==> config.mk <==
export PLATFORM = sky130hd
export DESIGN_NAME = pdl_regs
export DESIGN_NICKNAME = d
export VERILOG_FILES = /design/src/design/pdl_pkg.sv /design/src/design/pdl_regs.sv
export SDC_FILE = /design/constraint.sdc
export NUM_CORES = 1
export LEC_CHECK = 0
export BUFFER_PORTS_ARGS = -buffer_cell sky130_fd_sc_hd__buf_4
export CAP_MARGIN = 25
export CORE_MARGIN = 10
export CORE_UTILIZATION = 50
export CTS_CLUSTER_DIAMETER = 200
export DETAILED_ROUTE_END_ITERATION = 10
export PLACE_DENSITY = 0.74
export SLEW_MARGIN = 40
export SYNTH_ARGS = -nofsm -noshare
export SYNTH_HDL_FRONTEND = slang
export SYNTH_SLANG_ARGS = --single-unit
==> constraint.sdc <==
create_clock -name i_mclk -period 2.6 [get_ports i_mclk]
set_input_delay 0.39 -clock i_mclk [delete_from_list [all_inputs] [get_ports i_mclk]]
set_output_delay 0.39 -clock i_mclk [all_outputs]
set_load 0.02 [all_outputs]
==> src/design/pdl_pkg.sv <==
package pdl_pkg;

  // ----------------------------------------------------------------
  // Register addresses and reset values
  // ----------------------------------------------------------------
  localparam logic [4:0]  REG_DIAG   = 5'h12;
  localparam logic [4:0]  REG_GAIN   = 5'h13;
  localparam logic [4:0]  REG_LED    = 5'h17;
  localparam logic [4:0]  REG_XOVER  = 5'h18;
  localparam logic [15:0] DIAG_RST   = 16'h0000;
  localparam logic [15:0] GAIN_RST   = 16'h4000;
  localparam logic [15:0] LED_RST    = 16'h0010;
  localparam logic [15:0] XOVER_RST  = 16'h00c0;
  localparam logic [15:0] ZERO_WORD  = 16'h0000;

  // ----------------------------------------------------------------
  // Field layout
  // ----------------------------------------------------------------
  localparam int          DIAG_FAIL_BIT = 12;
  localparam int          DIAG_FDX_BIT   = 11;
  localparam int          DIAG_RATE_BIT  = 10;
  localparam int          DIAG_RXDET_BIT = 9;
  localparam int          DIAG_LOCK_BIT = 8;
  localparam logic [15:0] DIAG_RSV_MASK = 16'he0ff;
  localparam logic [15:0] GAIN_WMASK    = 16'hc000;
  localparam int          GAIN_MSB      = 15;
  localparam int          GAIN_LSB      = 14;
  localparam int          LED_SEL_W     = 4;

  // ----------------------------------------------------------------
  // LED source codes
  // ----------------------------------------------------------------
  localparam logic [3:0] LED_LINK  = 4'h0;
  localparam logic [3:0] LED_ACT   = 4'h1;
  localparam logic [3:0] LED_100   = 4'h5;
  localparam logic [3:0] LED_10    = 4'h6;
  localparam logic [3:0] LED_FDX   = 4'h7;
  localparam logic [3:0] LED_BLINK = 4'h8;

  // ----------------------------------------------------------------
  // Management frame
  // ----------------------------------------------------------------
  localparam logic [5:0] PRE_LEN  = 6'h20;
  localparam logic [5:0] HDR_LAST = 6'h0d;
  localparam logic [5:0] DAT_LAST = 6'h0f;
  localparam logic [5:0] TA_LAST  = 6'h01;
  localparam logic [5:0] CNT_ONE  = 6'h01;
  localparam logic [1:0] FR_START = 2'b01;
  localparam logic [1:0] OP_RD    = 2'b10;
  localparam logic [1:0] OP_WR    = 2'b01;

  // ----------------------------------------------------------------
  // Timing
  // ----------------------------------------------------------------
  localparam int CLK_PERIOD_NS = 25;
  localparam int BLINK_HALF_NS = 50_000_000;

  typedef enum logic [2:0] {ST_PRE, ST_HDR, ST_TA, ST_RD, ST_WR} pdl_state_e;

  typedef struct packed {
    logic full_duplex;
    logic rate_100;
    logic rx_detect;
    logic rx_lock;
  } pdl_an_stat_s;

  typedef struct packed {
    logic link_ok;
    logic activity;
    logic mode_100;
    logic mode_10;
    logic full_duplex;
  } pdl_led_src_s;

endpackage

==> src/design/pdl_regs.sv <==
module pdl_regs
  import pdl_pkg::*;
#(
  parameter int BLINK_CYCLES = BLINK_HALF_NS / CLK_PERIOD_NS
) (
  // Clock and reset
  input  wire logic         i_mclk,
  input  wire logic         i_resetn,
  // Management interface
  input  wire logic         i_mdc,
  input  wire logic         i_mdio,
  output logic              o_mdio,
  output logic              o_mdio_oe,
  input  wire logic [4:0]   i_phy_addr,
  // Negotiation and receive status
  input  wire logic         i_an_fail_evt,
  input  wire pdl_an_stat_s i_an_stat,
  // LED sources and outputs
  input  wire pdl_led_src_s i_led_src,
  output logic              o_first_led,
  output logic              o_second_led,
  // Analog and mux control
  output logic [1:0]        o_tx_gain,
  output logic [15:0]       o_xover_ctrl
);

  // ----------------------------------------------------------------
  // LED source decode
  // ----------------------------------------------------------------
  function automatic logic led_decode(input logic [3:0] sel,
                                      input pdl_led_src_s src,
                                      input logic phase);
    logic on;
    on = 1'b0;
    case (sel)
      LED_LINK:  on = src.link_ok;
      LED_ACT:   on = src.activity;
      LED_100:   on = src.mode_100;
      LED_10:    on = src.mode_10;
      LED_FDX:   on = src.full_duplex;
      LED_BLINK: on = src.link_ok & ~(src.activity & phase);
      default:   on = 1'b0;
    endcase
    return on;
  endfunction

  // ----------------------------------------------------------------
  // State
  // ----------------------------------------------------------------
  pdl_state_e  st_r,      st_nxt;
  logic [5:0]  cnt_r,     cnt_nxt;
  logic [15:0] sh_r,      sh_nxt;
  logic [4:0]  reg_r,     reg_nxt;
  logic        rd_r,      rd_nxt;
  logic        mdc_r;
  logic        mdo_r,     mdo_nxt;
  logic        mdoe_r,    mdoe_nxt;
  logic        fail_r,    fail_nxt;
  logic [15:0] gain_r,    gain_nxt;
  logic [7:0]  led_r,     led_nxt;
  logic [15:0] xover_r,   xover_nxt;
  logic [15:0] rd_word;
  logic        mdc_rise;
  logic        rd_load;
  logic        wr_done;
  logic        fail_clr;

  assign mdc_rise = i_mdc & ~mdc_r;
  assign rd_load  = mdc_rise && st_r == ST_TA && cnt_r == TA_LAST && rd_r;
  assign wr_done  = mdc_rise && st_r == ST_WR && cnt_r == DAT_LAST;

  // ----------------------------------------------------------------
  // Read mux
  // ----------------------------------------------------------------
  always_comb begin
    rd_word = ZERO_WORD;
    unique case (reg_r)
      REG_DIAG: begin
        rd_word[DIAG_FAIL_BIT] = fail_r;
        rd_word[DIAG_FDX_BIT]   = i_an_stat.full_duplex;
        rd_word[DIAG_RATE_BIT]  = i_an_stat.rate_100;
        rd_word[DIAG_RXDET_BIT] = i_an_stat.rx_detect;
        rd_word[DIAG_LOCK_BIT] = i_an_stat.rx_lock;
      end
      REG_GAIN:  rd_word = gain_r;
      REG_LED:   rd_word = {8'h00, led_r};
      REG_XOVER: rd_word = xover_r;
      default:   rd_word = ZERO_WORD;
    endcase
  end

  // ----------------------------------------------------------------
  // Frame engine and register file
  // ----------------------------------------------------------------
  always_comb begin
    st_nxt    = st_r;
    cnt_nxt   = cnt_r;
    sh_nxt    = sh_r;
    reg_nxt   = reg_r;
    rd_nxt    = rd_r;
    mdo_nxt   = mdo_r;
    mdoe_nxt  = mdoe_r;
    gain_nxt  = gain_r;
    led_nxt   = led_r;
    xover_nxt = xover_r;
    fail_clr  = 1'b0;
    if (mdc_rise) begin
      unique case (st_r)
        ST_PRE: begin
          // A zero after a full preamble is the first start bit
          if (i_mdio) begin
            cnt_nxt = (cnt_r == PRE_LEN) ? cnt_r : cnt_r + CNT_ONE;
          end else if (cnt_r == PRE_LEN) begin
            st_nxt  = ST_HDR;
            sh_nxt  = ZERO_WORD;
            cnt_nxt = CNT_ONE;
          end else begin
            cnt_nxt = '0;
          end
        end
        ST_HDR: begin
          sh_nxt  = {sh_r[14:0], i_mdio};
          cnt_nxt = cnt_r + CNT_ONE;
          if (cnt_r == HDR_LAST) begin
            cnt_nxt = '0;
            reg_nxt = sh_nxt[4:0];
            rd_nxt  = sh_nxt[11:10] == OP_RD;
            // Frames for another address are ignored whole
            if (sh_nxt[13:12] == FR_START && sh_nxt[9:5] == i_phy_addr &&
                (sh_nxt[11:10] == OP_RD || sh_nxt[11:10] == OP_WR)) begin
              st_nxt = ST_TA;
            end else begin
              st_nxt = ST_PRE;
            end
          end
        end
        ST_TA: begin
          cnt_nxt = cnt_r + CNT_ONE;
          if (cnt_r != TA_LAST) begin
            mdo_nxt  = 1'b0;
            mdoe_nxt = rd_r;
          end else if (rd_r) begin
            st_nxt   = ST_RD;
            cnt_nxt  = '0;
            sh_nxt   = rd_word;
            mdo_nxt  = rd_word[15];
            mdoe_nxt = 1'b1;
            fail_clr = reg_r == REG_DIAG;
          end else begin
            st_nxt  = ST_WR;
            cnt_nxt = '0;
          end
        end
        ST_RD: begin
          if (cnt_r == DAT_LAST) begin
            st_nxt   = ST_PRE;
            cnt_nxt  = '0;
            mdoe_nxt = 1'b0;
          end else begin
            sh_nxt  = {sh_r[14:0], 1'b0};
            mdo_nxt = sh_r[14];
            cnt_nxt = cnt_r + CNT_ONE;
          end
        end
        ST_WR: begin
          sh_nxt  = {sh_r[14:0], i_mdio};
          cnt_nxt = cnt_r + CNT_ONE;
          if (cnt_r == DAT_LAST) begin
            st_nxt  = ST_PRE;
            cnt_nxt = '0;
            // Diagnostic and unmapped addresses drop writes
            case (reg_r)
              REG_GAIN:  gain_nxt  = sh_nxt & GAIN_WMASK;
              REG_LED:   led_nxt   = sh_nxt[7:0];
              REG_XOVER: xover_nxt = sh_nxt;
              default:   ;
            endcase
          end
        end
      endcase
    end
    // New failure wins over a same-cycle read clear
    fail_nxt = i_an_fail_evt | (fail_r & ~fail_clr);
  end

  always_ff @(posedge i_mclk or negedge i_resetn) begin
    if (!i_resetn) begin
      st_r    <= ST_PRE;
      cnt_r   <= '0;
      sh_r    <= ZERO_WORD;
      reg_r   <= '0;
      rd_r    <= 1'b0;
      mdc_r   <= 1'b0;
      mdo_r   <= 1'b0;
      mdoe_r  <= 1'b0;
      fail_r  <= DIAG_RST[DIAG_FAIL_BIT];
      gain_r  <= GAIN_RST;
      led_r   <= LED_RST[7:0];
      xover_r <= XOVER_RST;
    end else begin
      st_r    <= st_nxt;
      cnt_r   <= cnt_nxt;
      sh_r    <= sh_nxt;
      reg_r   <= reg_nxt;
      rd_r    <= rd_nxt;
      mdc_r   <= i_mdc;
      mdo_r   <= mdo_nxt;
      mdoe_r  <= mdoe_nxt;
      fail_r  <= fail_nxt;
      gain_r  <= gain_nxt;
      led_r   <= led_nxt;
      xover_r <= xover_nxt;
    end
  end

  assign o_mdio       = mdo_r;
  assign o_mdio_oe    = mdoe_r;
  assign o_tx_gain    = gain_r[GAIN_MSB:GAIN_LSB];
  assign o_xover_ctrl = xover_r;

  // ----------------------------------------------------------------
  // LED drive
  // ----------------------------------------------------------------
  logic [31:0] blink_r,      blink_nxt;
  logic        phase_r,      phase_nxt;
  logic        first_led_r,  first_led_nxt;
  logic        second_led_r, second_led_nxt;

  always_comb begin
    blink_nxt = blink_r + 32'h0000_0001;
    phase_nxt = phase_r;
    if (blink_r >= 32'(BLINK_CYCLES - 1)) begin
      blink_nxt = '0;
      phase_nxt = ~phase_r;
    end
    first_led_nxt  = led_decode(led_r[3:0], i_led_src, phase_r);
    second_led_nxt = led_decode(led_r[7:4], i_led_src, phase_r);
  end

  always_ff @(posedge i_mclk or negedge i_resetn) begin
    if (!i_resetn) begin
      blink_r      <= '0;
      phase_r      <= 1'b0;
      first_led_r  <= 1'b0;
      second_led_r <= 1'b0;
    end else begin
      blink_r      <= blink_nxt;
      phase_r      <= phase_nxt;
      first_led_r  <= first_led_nxt;
      second_led_r <= second_led_nxt;
    end
  end

  assign o_first_led  = first_led_r;
  assign o_second_led = second_led_r;
endmodule

==> results.cfg <==
[clock_network]
ctsResizeCount = 0
cts_tree = yes
cts_max_path_buffers = 2
cts_sinks = 95
clk_pin_slew_ns = 0.10
cts_max_level = 3
ctsHoldBuffers = 0
clk_latency_ns = 0.36
cts-root-buf = clkbuf_8
numCtsBuffers = 9
post_cts.repair.setup_buffers = 0

[global_routing]
grt_antenna_before_repair = 0
overflow = 0
grt_max_degree = 42
grt.total_usage = 0.158
use_met3 = 0.0341
grt_pass1_vias = 3590
grt_pass1_wl_mm = 18.5
use_met1 = 0.209
use_met2 = 0.249
busiest_layer = met2

[power]
p_leak_nw = 2.41
p_per_area_nw_per_um2 = 634
peakVddDrop_mv = 0.327

[yosys]
post-synth-top-count-cell = dfrtp_1
synth_top_cell_by_area = dfrtp_1
syn_area_sq_um = 4770
syn_avg_cell_area_sq_um = 10.9
ys_seq_area_frac = 0.500
ys_warn_count = 0
postSynthCellCount = 439
synth_common_cells = dfrtp_1 (91), nor2_1 (39), nand2_1 (29), o21ai_0 (26), mux2_2 (22)
synthFlopType = dfrtp_1
ys_types = 67
async_flop_share = 1.00
synth_edf_count = 0
ys_top_cells_by_area = dfrtp_1 (48%), mux2_2 (5.2%), mux2_4 (3.5%)
ys_ff_latch = 95
yosysTopAreaCellShare = 0.478

[timing]
fin_crit_sh = 0.815
grt_setup_unrepaired = no
hold_violations = 0
finalMaxSlewViolations = 0
worstMarginPinSlew_ns = 0.622
finClkSkew_ns = 0.0164
period_needed_ns = 2.12
setup_viol = 0
fmax_mhz = 472
slew_headroom = 0.586
fin_setup_tns_ns = 0

[route]
totalWireLength_mm = 10.6
ant_nets = 0
first_iter_violations = 252
post_drt_via_cell_ratio = 5.62
vias = 3508
drc = 0
drt_pass1_iterations = 4
wl_per_cell_um = 17.0

[setup_path]
end_kind = flop
worstSetupPathType = reg2reg
crit-reg2reg-launch = st_r[0]
path_cells = nor2_2, nand4_4, nor3b_4, buf_4, mux2_2
critPathMaxFanout = 16
reg2reg_slack_ns = 0.48
path_buf_inv = 1
cp_top_family = simple AND/OR/NAND/NOR gates
slowest_delay_ns = 0.57
r2r_end = o_xover_ctrl[4]
cp_slowest_cell = dfrtp_1
cp-start-kind = flop
rr_worst_depth = 5
crit_required_ns = 2.85
critPathArrivalTime_ns = 2.37

[cells_and_area]
num_antenna_cells = 0
fin_nets = 514
nFillCells = 804
area_growth_pct = 13.3
drive_gt1_frac = 0.232
fin_util = 0.582

[placement]
globalplace.congestion = 0.876
io_buffers = 40
hpwl_mm = 7.54

[floorplanning]
die_x_um = 118
dieArea_sq_um = 13800
io_pins = 41
std_cell_rows = 35
start_util = 0.513
die_h_um = 118
core_area_sq_um = 9280

[worst_hold_path]
min_path_type = in2async

[flow_run]
maxCapViolCount = 0

[status]
run_status = finished, final reports clean
[sequential cells by signal, indices dropped and copies added (netlist names), 2 cells and up]
name          flops
st_r              3
blink_r          32
o_xover_ctrl     16
sh_r             15
gain_r            2
led_r             8
cnt_r             6
reg_r             5
[kinds of logic (layout without fill, tap and decap cells)]
family	Yosys count	in the layout	synth area share
buffers and inverters	32	78	0.0370
AO/OA/AOI/OAI	100	100	0.148
multiplexers	34	34	0.0887
flip-flops	95	95	0.500
AND/OR/NAND/NOR	146	146	0.165
adder cells (fa/ha/maj)	5	5	0.0131
XOR/XNOR	26	26	0.0478
other	1	11	0.000787
[cell type report]
| type | count | area, sq um | area share |
|---|---|---|---|
| tap | 129 | 161 | 0.0299 |
| timing repair buffer | 49 | 368 | 0.0681 |
| multi-input combinational | 322 | 2250 | 0.417 |
| inverter | 13 | 48.8 | 0.00903 |
| clock buffer | 10 | 138 | 0.0255 |
| sequential | 95 | 2380 | 0.441 |
| clock inverter | 6 | 50.0 | 0.00927 |
[through the flow]
step                      cell area [sq um]  setup slack, ns  instances  power (W)  hold WS, ns
after floorplan                        4800            0.689        449    0.00231       0.0944
final                                  5400            0.482        624    0.00342       0.0136
after detailed placement               5210            0.496        608    0.00252        0.423
after global placement                 5210            0.546        608    0.00250        0.411
after CTS                              5400            0.500        624    0.00345       0.0211
after global routing                   5400            0.323        624    0.00362       0.0358
[worst reg2reg max path: cells and delay by family, from the launching register on]
family | cells | cell delay [ns]
simple gates | 3 | 0.75
flops | 1 | 0.57
mux | 1 | 0.38
buf+inv | 1 | 0.31
[routing by layer]
metal,vias to the layer above,part of all wire
met4,0,0.017
met3,14,0.053
li1,1675,-
met1,1730,0.45
met2,89,0.48
met5,-,0
[power breakdown]
part | internal [W] | switching (W)
logic | 0.000272 | 0.000407
clock network | 0.000388 | 0.000537
registers | 0.00159 | 0.000225
[layout by cell type, fill, tap and decap left out, types with 6 or more instances in the layout]
cell | netlist | routed
dfrtp_1 | 91 | 91
buf_4 | 1 | 49
nor2_1 | 39 | 39
nand2_1 | 29 | 29
o21ai_0 | 26 | 26
mux2_2 | 22 | 22
nand3_1 | 17 | 17
xnor2_1 | 16 | 16
a22o_1 | 16 | 16
a22oi_1 | 15 | 15
a21oi_1 | 14 | 14
inv_1 | 13 | 13
mux2_4 | 11 | 11
conb_1 | 1 | 11
nor3_1 | 10 | 10
xor2_1 | 10 | 10
clkbuf_8 | 0 | 10
and3_1 | 7 | 7
nor4_1 | 6 | 6
[how the worst max path moves through the flow]
stage / start / endpoint / cells past startpoint
after floorplan: cnt_r[0] / o_xover_ctrl[10] / 6
after global placement: st_r[0] / o_xover_ctrl[5] / 5
after detailed placement: st_r[0] / o_xover_ctrl[2] / 5
after CTS: st_r[0] / o_xover_ctrl[1] / 5
after global routing: cnt_r[0] / sh_r[9] / 8
final: st_r[0] / o_xover_ctrl[4] / 5
Note: power is estimated with default switching activity, not from simulation.
